[config.mk]
export PLATFORM = sky130hd
export DESIGN_NAME = ppm_pin_mux
export DESIGN_NICKNAME = d
export VERILOG_FILES = /design/src/hdl/ppm_pkg.sv /design/src/hdl/ppm_pin_mux.sv
export SDC_FILE = /design/constraint.sdc
export NUM_CORES = 1
export LEC_CHECK = 0
export BUFFER_PORTS_ARGS = -buffer_cell sky130_fd_sc_hd__buf_2
export CORE_ASPECT_RATIO = 1.5
export CORE_MARGIN = 1
export CORE_UTILIZATION = 50
export CTS_CLUSTER_DIAMETER = 80
export DETAILED_ROUTE_END_ITERATION = 8
export GPL_ROUTABILITY_DRIVEN = 0
export PLACE_DENSITY = 0.85
export SLEW_MARGIN = 20
export SYNTH_ARGS = -nofsm -noshare
export SYNTH_HDL_FRONTEND = slang
export SYNTH_SLANG_ARGS = --single-unit
[constraint.sdc]
create_clock -name clk -period 3.1 [get_ports clk]
set_input_delay 0.62 -clock clk [delete_from_list [all_inputs] [get_ports clk]]
set_output_delay 0.62 -clock clk [all_outputs]
set_load 0.01 [all_outputs]
[src/hdl/ppm_pkg.sv]
package ppm_pkg;
  // Register location in I/O port space
  localparam logic [15:0] PPM_BUS_SELECT_ADDR = 16'h1C00;
  // Field layout of external_bus_select
  localparam int          PPM_RESERVED_BIT    = 15;
  localparam int          PPM_MODE_LSB        = 12;
  localparam int          PPM_MODE_W          = 3;
  localparam logic        PPM_RESERVED_VALUE  = 1'h0;
  localparam logic [2:0]  PPM_MODE_RESET      = 3'h0;
  // Pin and peripheral widths
  localparam int          PPM_PINS            = 21;
  localparam int          PPM_SPI_W           = 7;
  localparam int          PPM_GPIO_W          = 8;
  localparam int          PPM_SER_W           = 4;
  localparam int          PPM_LCD8_W          = 8;
  // Route mode encodings
  localparam logic [2:0]  PPM_MODE_LCD16      = 3'h0;
  localparam logic [2:0]  PPM_MODE_SPI_GPIO   = 3'h1;
  localparam logic [2:0]  PPM_MODE_LCD8_GPIO  = 3'h2;
  localparam logic [2:0]  PPM_MODE_LCD8_SPI_B = 3'h3;
  localparam logic [2:0]  PPM_MODE_LCD8_A_UA  = 3'h4;
  localparam logic [2:0]  PPM_MODE_LCD8_SPI_U = 3'h5;
  localparam logic [2:0]  PPM_MODE_SPI_AB     = 3'h6;
  localparam logic [2:0]  PPM_MODE_RESERVED   = 3'h7;
endpackage : ppm_pkg

[src/hdl/ppm_pin_mux.sv]
`timescale 1ns/1ns
// What this block does
// - Bit 15 of the select register is reserved, reads a fixed zero and ignores writes.
// - A three-bit route mode field at bits 14:12 picks what drives the 21 port pins.
// - Mode 000 puts all 21 signals of the 16-bit LCD bridge on the 21 pins.
// - Mode 001 routes 7 SPI, 6 GPIO, 4 UART and 4 first audio serial signals.
// - Mode 010 routes 8 LCD pixel data bits and 8 GPIO signals.
// - Mode 011 routes 8 LCD pixel bits, 4 SPI and 4 second audio serial signals.
// - Mode 100 routes 8 LCD pixel bits, 4 first audio serial and 4 UART signals.
// - Mode 101 routes 8 LCD pixel bits, 4 SPI and 4 UART signals.
// - Mode 110 routes 7 SPI, 4 of each audio serial instance and 6 GPIO signals.
// - A new field value takes effect on the pins in the clock cycle after the write.
// - The select register sits at I/O port address 0x1C00.
module ppm_pin_mux
  import ppm_pkg::*;
(
  input  wire logic                  clk,
  input  wire logic                  reset,
  input  wire logic [15:0]           io_addr,
  input  wire logic                  io_wr,
  input  wire logic                  io_rd,
  input  wire logic [15:0]           io_wdata,
  output logic      [15:0]           io_rdata,
  output logic [PPM_MODE_W-1:0]      parallel_port_route_mode,
  input  wire logic [PPM_PINS-1:0]   lcd_out,
  input  wire logic [PPM_PINS-1:0]   lcd_oe,
  output logic      [PPM_PINS-1:0]   lcd_in,
  input  wire logic [PPM_SPI_W-1:0]  spi_out,
  input  wire logic [PPM_SPI_W-1:0]  spi_oe,
  output logic      [PPM_SPI_W-1:0]  spi_in,
  input  wire logic [PPM_GPIO_W-1:0] gpio_out,
  input  wire logic [PPM_GPIO_W-1:0] gpio_oe,
  output logic      [PPM_GPIO_W-1:0] gpio_in,
  input  wire logic [PPM_SER_W-1:0]  uart_out,
  input  wire logic [PPM_SER_W-1:0]  uart_oe,
  output logic      [PPM_SER_W-1:0]  uart_in,
  input  wire logic [PPM_SER_W-1:0]  first_audio_serial_instance_out,
  input  wire logic [PPM_SER_W-1:0]  first_audio_serial_instance_oe,
  output logic      [PPM_SER_W-1:0]  first_audio_serial_instance_in,
  input  wire logic [PPM_SER_W-1:0]  second_audio_serial_instance_out,
  input  wire logic [PPM_SER_W-1:0]  second_audio_serial_instance_oe,
  output logic      [PPM_SER_W-1:0]  second_audio_serial_instance_in,
  input  wire logic [PPM_PINS-1:0]   pin_in,
  output logic      [PPM_PINS-1:0]   pin_out,
  output logic      [PPM_PINS-1:0]   pin_oe
);

  logic [PPM_MODE_W-1:0] mode_reg, mode_next;
  logic [15:0]           rdata_reg, rdata_next;
  logic                  hit;

  // Address decode
  // port address match
  assign hit = (io_addr == PPM_BUS_SELECT_ADDR);

  // Register write and read answer
  always_comb
  begin
    mode_next  = mode_reg;
    rdata_next = 16'h0000;
    if (io_wr && hit)
      mode_next = io_wdata[PPM_MODE_LSB +: PPM_MODE_W];
    if (io_rd && hit)
    begin
      rdata_next[PPM_MODE_LSB +: PPM_MODE_W] = mode_reg;
      rdata_next[PPM_RESERVED_BIT] = PPM_RESERVED_VALUE;
    end
  end

  always_ff @(posedge clk)
  begin
    if (reset)
    begin
      mode_reg  <= PPM_MODE_RESET;
      rdata_reg <= 16'h0000;
    end
    else
    begin
      mode_reg  <= mode_next;
      rdata_reg <= rdata_next;
    end
  end

  assign io_rdata                 = rdata_reg;
  assign parallel_port_route_mode = mode_reg;

  // Outward routing, built from the next mode so pins follow the write at once
  logic [PPM_PINS-1:0] out_next, oe_next, out_reg, oe_reg;
  logic [4:0]          pad;
  assign pad = 5'h00;

  always_comb
  begin
    out_next = '0;
    oe_next  = '0;
    case (mode_next)
      PPM_MODE_LCD16:
      begin
        out_next = lcd_out;
        oe_next  = lcd_oe;
      end
      PPM_MODE_SPI_GPIO:
      begin
        out_next = {spi_out, gpio_out[5:0], uart_out, first_audio_serial_instance_out};
        oe_next  = {spi_oe, gpio_oe[5:0], uart_oe, first_audio_serial_instance_oe};
      end
      PPM_MODE_LCD8_GPIO:
      begin
        out_next = {pad, gpio_out, lcd_out[7:0]};
        oe_next  = {pad, gpio_oe, lcd_oe[7:0]};
      end
      PPM_MODE_LCD8_SPI_B:
      begin
        out_next = {pad, second_audio_serial_instance_out, spi_out[3:0], lcd_out[7:0]};
        oe_next  = {pad, second_audio_serial_instance_oe, spi_oe[3:0], lcd_oe[7:0]};
      end
      PPM_MODE_LCD8_A_UA:
      begin
        out_next = {pad, uart_out, first_audio_serial_instance_out, lcd_out[7:0]};
        oe_next  = {pad, uart_oe, first_audio_serial_instance_oe, lcd_oe[7:0]};
      end
      PPM_MODE_LCD8_SPI_U:
      begin
        out_next = {pad, uart_out, spi_out[3:0], lcd_out[7:0]};
        oe_next  = {pad, uart_oe, spi_oe[3:0], lcd_oe[7:0]};
      end
      PPM_MODE_SPI_AB:
      begin
        out_next = {spi_out, second_audio_serial_instance_out,
                    first_audio_serial_instance_out, gpio_out[5:0]};
        oe_next  = {spi_oe, second_audio_serial_instance_oe,
                    first_audio_serial_instance_oe, gpio_oe[5:0]};
      end
      default:
        oe_next = '0;
    endcase
  end

  always_ff @(posedge clk)
  begin
    if (reset)
    begin
      out_reg <= '0;
      oe_reg  <= '0;
    end
    else
    begin
      out_reg <= out_next;
      oe_reg  <= oe_next;
    end
  end

  assign pin_out = out_reg;
  assign pin_oe  = oe_reg;

  // Two-stage pin synchroniser
  logic [PPM_PINS-1:0] sync1_reg, sync2_reg;
  always_ff @(posedge clk)
  begin
    if (reset)
    begin
      sync1_reg <= '0;
      sync2_reg <= '0;
    end
    else
    begin
      sync1_reg <= pin_in;
      sync2_reg <= sync1_reg;
    end
  end

  // Inward routing of synchronised pins
  logic [PPM_PINS-1:0]   lcd_next, lcd_reg;
  logic [PPM_SPI_W-1:0]  spi_next, spi_reg;
  logic [PPM_GPIO_W-1:0] gpio_next, gpio_reg;
  logic [PPM_SER_W-1:0]  uart_next, uart_reg, aud_a_next, aud_a_reg, aud_b_next, aud_b_reg;
  logic [PPM_PINS-1:0]   s;
  assign s = sync2_reg;

  always_comb
  begin
    lcd_next   = '0;
    spi_next   = '0;
    gpio_next  = '0;
    uart_next  = '0;
    aud_a_next = '0;
    aud_b_next = '0;
    case (mode_reg)
      PPM_MODE_LCD16:
        lcd_next = s;
      PPM_MODE_SPI_GPIO:
        {spi_next, gpio_next[5:0], uart_next, aud_a_next} = s;
      PPM_MODE_LCD8_GPIO:
        {gpio_next, lcd_next[7:0]} = s[15:0];
      PPM_MODE_LCD8_SPI_B:
        {aud_b_next, spi_next[3:0], lcd_next[7:0]} = s[15:0];
      PPM_MODE_LCD8_A_UA:
        {uart_next, aud_a_next, lcd_next[7:0]} = s[15:0];
      PPM_MODE_LCD8_SPI_U:
        {uart_next, spi_next[3:0], lcd_next[7:0]} = s[15:0];
      PPM_MODE_SPI_AB:
        {spi_next, aud_b_next, aud_a_next, gpio_next[5:0]} = s;
      default:
        lcd_next = '0;
    endcase
  end

  always_ff @(posedge clk)
  begin
    if (reset)
    begin
      lcd_reg   <= '0;
      spi_reg   <= '0;
      gpio_reg  <= '0;
      uart_reg  <= '0;
      aud_a_reg <= '0;
      aud_b_reg <= '0;
    end
    else
    begin
      lcd_reg   <= lcd_next;
      spi_reg   <= spi_next;
      gpio_reg  <= gpio_next;
      uart_reg  <= uart_next;
      aud_a_reg <= aud_a_next;
      aud_b_reg <= aud_b_next;
    end
  end

  assign lcd_in                          = lcd_reg;
  assign spi_in                          = spi_reg;
  assign gpio_in                         = gpio_reg;
  assign uart_in                         = uart_reg;
  assign first_audio_serial_instance_in  = aud_a_reg;
  assign second_audio_serial_instance_in = aud_b_reg;
endmodule : ppm_pin_mux

==> summary.md, run 1 <==
| Metric | Value |
|---|---|
| Min cycle time layout | `2520 ps` |
| Vias post-DR | `5660` |
| Syn. warnings | `0` |
| Row count | `46` |
| Via density | `between 5 and 6` |
| Synth Area in Adders | `0%` |
| Post-synth EDFFs | `0` |
| Post-synthesis cell type count | `51` |
| CP Capture Type | `register` |
| Port bufs | `235` |
| Worst clock skew | `about 10 ps` |
| Reg power frac | `43.8%` |
| Switch share | `23.9%` |
| Synth top area cells | `dfxtp_1, a22oi_1, nor2b_1` |
| Commonest register cell after synthesis | `dfxtp_1` |
| Worst slew margin | `47.5%` |
| DIE AREA | `11600 um2` |
| GRT Total Usage | `31.6%` |
| Post-Synth XOR/XNOR Area | `less than 1%` |
| Critical path arrival | `roughly 2900 ps` |
| Max Root-Sink Buffers | `2` |
| Final Hold Vio Count | `0` |
| Compound-Gate Fraction of Synth Area | `19.5%` |
| Commonest non-fill, non-tap cells in the layout | `buf_2, dfxtp_1, nor2b_1, a22oi_1, nor2_1` |
| Crit-path max FO | `10` |
| Hold/Removal Path Class | `in -> reg` |
| DRT Pass-1 Iters | `6` |
| Die span in x | `around 88 um` |
| Worst slew pin tran | `approximately 790 ps` |
| Max frequency | `between 300 and 400 MHz` |
| Most common cell after layout, fill and taps aside | `buf_2` |
| Cells after Synth | `589` |
| Initial core utilization | `about half` |
| Wirelength per Cell | `18.9 um` |
| Post-CTS Hold Fix Bufs | `0` |
| Final nets | `967` |
| Clock share of power | `48.7%` |
| Logic pwr share | `7.5%` |
| Footprint of the multi-input gates | `2540 um2` |
| Final Max Tran Viols | `0` |
| Status | `completed` |
| Non-Filler Instances | `975` |
| Die Span Y | `131 um` |
| P_int | `3230 uW` |
| Switching Power | `1020 uW` |
| Cts bufs inserted | `17` |
| Clock transition at the registers of the reported paths | `60 ps` |
| DRC errors left | `0` |
| Top-area cell type share of the netlist area | `approximately half` |
| Setup TNS | `0 ps` |
| Critical Path RT | `approximately 3500 ps` |
| Dominant cell type by area after synthesis | `dfxtp_1` |
| Vias in the first global route | `5555` |
| CTS tree | `done` |
| RSZ-0062 raised after global routing | `no` |
| Initial antenna violation count | `6` |
| Startpoint Class | `register` |
| Ports | `between 200 and 300` |
| DP Cell Count | `939` |
| Resized cells post-CTS | `0` |
| Post-Syn Area per Cell | `9.44 um2` |
| Final setup viols | `0` |
| Largest net degree at the start of global routing | `43` |
| Share of cells above drive strength 1 | `a little over a third` |
| Mux share of post-synthesis cell area | `3.56%` |
| Worst vdd rail ir drop | `roughly 0.00051 V` |
| Clock sinks | `~140` |
| Core ar. | `10700 um2` |
| Yosys reg bits | `138` |
| Area of the mapped netlist | `5560 um2` |
| Setup Fix Bufs, Post-CTS | `0` |
| Register area share after synthesis | `approximately half` |
| Tcrit/Tclk final | `81.2%` |
| CP Class | `reg -> reg` |
| Asr flop ratio synth | `0%` |
| Final wirelength | `18.4 mm` |
| H-tree Lvls | `4` |
| Post-synthesis simple-gate area fraction | `21.2%` |
| DP HPWL | `13.1 mm` |
| Global-route wire length before repair | `27.7 mm` |
| Max_cap viols | `0` |
| Root Driver | `clkbuf_16` |
| Layout overhead on the synthesized area | `33.3%` |
| Fill count | `828` |
| Worst skew pair latency | `410 ps` |
| Pwr dens | `574 nW/um2` |
| Register area | `~2800 um2` |
| Main combinational cell family by area after synthesis | `simple AND/OR/NAND/NOR gates` |
| Total leakage power | `0.00351 uW` |
| Grt ovf | `0` |
| ANT nets after route | `0` |
| Starting DRT DRC Count | `452` |
-- metrics by stage --
step	instance area (um2)	util [%]	setup slack (ps)	hold slack [ps]	power [uW]
final	7410	69.2	582	411	4250
after detailed placement	6790	63.4	458	427	2210
after global placement	6790	63.4	439	418	2190
after CTS	7400	69.1	628	407	4250
after global routing	7400	69.2	433	413	4380
after floorplan	5600	-	836	414	2040
-- per-layer routing --
layer / track usage [%] / part of all wire [%]
met4: 18.2 / 5.2
met5: 0 / 0.24
met2: 55.2 / 51
met3: 11.6 / 11
met1: 31.2 / 33
-- final timing paths --
kind                                          startpoint                      end  slack [ps]  cells after the start
setup / recovery  parallel_port_route_mode[1]$_SDFF_PP0_   pin_out[17]$_SDFF_PP0_         580                      7
hold / removal                                 pin_in[3]  sync1_reg[3]$_SDFF_PP0_         410                      2
setup reg to reg  parallel_port_route_mode[1]$_SDFF_PP0_   pin_out[17]$_SDFF_PP0_         580                      7
hold reg to reg                 sync1_reg[19]$_SDFF_PP0_         s[19]$_SDFF_PP0_         440                      1
-- cells by family after synthesis --
logic type      Yosys count
compound gates          165
xor+xnor                  3
buf+inv                  62
flops                   138
mux                      18
other cells               1
simple gates            202
-- worst max-delay path: stages (launching register included) --
cell	delay (ps)
dfxtp_1	420
nand2b_1	320
nor2_1	440
a21oi_1	140
a21oi_1	590
buf_4	290
a22oi_1	120
nor2_1	120
-- Yosys cell counts, types with 7 or more instances --
cell and count:
a21oi_1 46, a22oi_1 54, a31oi_1 8, and2_1 28, buf_2 9, buf_4 15, clkbuf_1 25, dfxtp_1 138
inv_1 9, mux2i_1 13, nand2_1 29, nand2b_1 7, nor2_1 48, nor2b_1 57, o21ai_0 15, o221ai_1 8
o22ai_1 16
-- layout make-up --
cell class | instances | area share, %
multi-input combinational | 401 | 34.2
tap | 144 | 2.43
clock inverter | 13 | 2.11
antenna | 4 | 0.135
inverter | 9 | 0.456
timing repair buffer | 247 | 17.3
clock buffer | 19 | 6.11
sequential | 138 | 37.3
-- power groups by stage --
stage,clock network [uW],registers [uW],logic (uW)
after CTS,2080,1860,315
final,2070,1860,321
after floorplan,0,1910,129
after detailed placement,0,1900,310
after global placement,0,1890,301
after global routing,2170,1860,344
Power figures use the tool's default switching activity.
==> run 2: changes to the inputs <==
Settings changed: ABC_AREA set to 1, CORE_UTILIZATION 50 to 42, PLACE_DENSITY 0.85 to 0.76.
Clock period 3.1 ns to 2.1 ns, I/O delays scaled along.
==> summary.md, run 2 <==
| Metric | Value |
|---|---|
| Share of cells above drive strength 1 | `33.7% (-2.1 points)` |
| Via density | `4.83 (-17%)` |
| Vias in the first global route | `5231 (-5.8%)` |
| Hold path startpoint | `pin_in[2]` |
| Synth top cells by count | `dfxtp_1, nand2_1, nor2_1` |
| Tcrit/Tclk final | `87.9%` |
| Commonest register cell after synthesis | `dfxtp_1` |
| Global-route wire length before repair | `25.1 mm (-9.5%)` |
| DP HPWL | `12.6 mm (-3.6%)` |
| ANT nets after route | `0 (unchanged)` |
| Initial core utilization | `43.0% (-8.9 points)` |
| Wirelength per Cell | `14.0 um (-26%)` |
| Non-Filler Instances | `1164 (+19%)` |
| Most numerous cell in the Yosys netlist | `dfxtp_1` |
| Dpl ws | `-164 ps (-621 ps)` |
| Setup Fix Bufs, Post-CTS | `0 (unchanged)` |
| Worst slew margin | `58.2% (+11 points)` |
| Critical Path RT | `2440 ps (-1010 ps)` |
| Register area share after synthesis | `49.3% (-0.38 points)` |
| DRC errors left | `0 (unchanged)` |
| Grt ovf | `0 (unchanged)` |
| Final wirelength | `16.4 mm (-11%)` |
| Cts bufs inserted | `17 (unchanged)` |
| DIE AREA | `13800 um2 (+20%)` |
| Worst clock skew | `11.5 ps (+1.37 ps)` |
| Top-area cell type share of the netlist area | `49.3% (-0.38 points)` |
| GRT Total Usage | `24.2% (-7.4 points)` |
| CP Class | `in -> reg` |
| Most common cell after layout, fill and taps aside | `buf_2` |
| R2r setup slk | `290 ps (-290 ps)` |
| Cells after Synth | `740 (+26%)` |
| Row count | `51 (+11%)` |
| Resized cells post-CTS | `0 (unchanged)` |
| Final worst slack | `255 ps (-327 ps)` |
| Worst vdd rail ir drop | `0.000527 V (+2.8%)` |
| Synth top area cells | `dfxtp_1, nand3_1, nand2_1` |
| Commonest non-fill, non-tap cells in the layout | `buf_2, dfxtp_1, nand2_1, nor2_1, nand3_1` |
| Status | `completed` |
| H-tree Lvls | `4 (unchanged)` |
| Reg power frac | `45.2% (+1.4 points)` |
| RSZ-0062 raised after global routing | `no` |
| Post-synthesis cell type count | `29 (-43%)` |
| Hold path endpoint | `sync1_reg[2]$_SDFF_PP0_` |
| Crit-path max FO | `7 (-3)` |
| Max frequency | `542 MHz` |
| DP Cell Count | `1132 (+21%)` |
| Worst skew pair latency | `420 ps (about the same)` |
| Post-Syn Area per Cell | `7.57 um2 (-20%)` |
| P_int | `4510 uW (+39%)` |
| Max Root-Sink Buffers | `2 (unchanged)` |
| Logic pwr share | `7.5% (about the same)` |
| Switching Power | `1540 uW (+52%)` |
| Vias post-DR | `5623 (-0.65%)` |
| Clock transition at the registers of the reported paths | `60 ps (about the same)` |
| CP Capture Type | `register` |
| RR Endpoint | `spi_in[1]$_SDFF_PP0_` |
| Total leakage power | `0.00398 uW (+14%)` |
| Min cycle time layout | `approximately 1800 ps` |
| Hold depth | `3 (+1)` |
| Clock sinks | `138 (unchanged)` |
| Dominant cell type by area after synthesis | `dfxtp_1` |
| Final core utilization | `58.7% (-10 points)` |
| Final setup viols | `0 (unchanged)` |
| Largest net degree at the start of global routing | `85 (+98%)` |
| Final Max Tran Viols | `0 (unchanged)` |
| Area of the mapped netlist | `5600 um2 (+0.77%)` |
| Switch share | `25.5% (+1.6 points)` |
| Post-CTS Hold Fix Bufs | `0 (unchanged)` |
| Root Driver | `clkbuf_16` |
| Starting DRT DRC Count | `306 (-32%)` |
| Die span in x | `96.3 um (+9.3%)` |
| Final nets | `1145 (+18%)` |
| Hold_ws | `201 ps (-209 ps)` |
| Startpoint Class | `input port` |
| FF-to-FF Start | `parallel_port_route_mode[0]$_SDFF_PP0_` |
| DRT Pass-1 Iters | `5 (-1)` |
| Initial antenna violation count | `2 (-4)` |
| Die Span Y | `143 um (+9.4%)` |
| Worst-case reg-to-reg path depth | `7 (unchanged)` |
| Asr flop ratio synth | `0% (unchanged)` |
| Ports | `262 (unchanged)` |
| Hold/Removal Path Class | `in -> reg` |
| Critical path arrival | `2180 ps (-690 ps)` |
| CTS tree | `done` |
| Pwr dens | `791 nW/um2 (+38%)` |
| Final Hold Vio Count | `0 (unchanged)` |
| Clock share of power | `47.2% (-1.5 points)` |
| Yosys reg bits | `138 (unchanged)` |
| Max_cap viols | `0 (unchanged)` |
| Worst slew pin tran | `624 ps (-162 ps)` |
| Port bufs | `235 (unchanged)` |
| Worst Setup SP | `io_addr[9]` |
| Core ar. | `13000 um2 (+22%)` |
| Syn. warnings | `0 (unchanged)` |
| Post-synth EDFFs | `0 (unchanged)` |
| Antenna Cells | `0 (-4)` |
| Layout overhead on the synthesized area | `36.6%` |
[run 2: cell families (layout without fill, tap and decap cells)]
group	count (synthesis)	after routing	share of synthesized area, %
other	1	13	0.0670
and+or+nand+nor	418	418	33.5
AOI/OAI and AO/OA	44	44	5.45
DFF	138	138	49.3
buffers and inverters	139	392	11.7
[run 2: worst max path at each step]
stage | endpoint
finish | pin_out[15]$_SDFF_PP0_
global route | pin_oe[15]$_SDFF_PP0_
CTS | pin_oe[15]$_SDFF_PP0_
detailed placement | pin_oe[15]$_SDFF_PP0_
global placement | pin_out[11]$_SDFF_PP0_
floorplan | pin_oe[8]$_SDFF_PP0_
[run 2: critical path, cell delays in order]
cell and delay [ps]:
buf_2 100, nor2_1 140, nand2_1 90, nor2_2 170, nand3_4 150, o21ai_2 360
buf_4 250, buf_4 140, nand3_1 70, nand2_1 110, nor2_1 50, a21oi_1 140
[run 2: metal layers]
metal,track usage (%),vias to the layer above,share of wire (%)
li1,-,2811,-
met1,26.8,2514,37
met2,40.8,255,51
met3,8.47,41,8.2
met4,11.2,2,3.4
met5,0,-,0.061
[run 2: metrics by stage]
stage	instance area (um2)	power, uW	TNS [ps]
finish	7650	6050	0
global route	7650	6290	0
CTS	7650	6100	0
detailed placement	7080	3250	-3340
global placement	7080	3240	-2420
floorplan	5650	3010	0
[run 2: cell type report]
cell class | count | area [um2]
fill | 1235 | 5370
sequential | 138 | 2760
multi-input combinational | 475 | 2240
timing repair buffer | 266 | 1520
clock buffer | 18 | 439
inverter | 94 | 355
tap | 159 | 199
clock inverter | 14 | 131
[run 2: power by group through the flow]
stage / Combinational (uW) / Sequential, uW / Clock, uW
after CTS: 456 / 2740 / 2910
after global routing: 506 / 2750 / 3040
after detailed placement: 454 / 2790 / 0
final: 457 / 2740 / 2860
after global placement: 448 / 2790 / 0
after floorplan: 186 / 2820 / 0
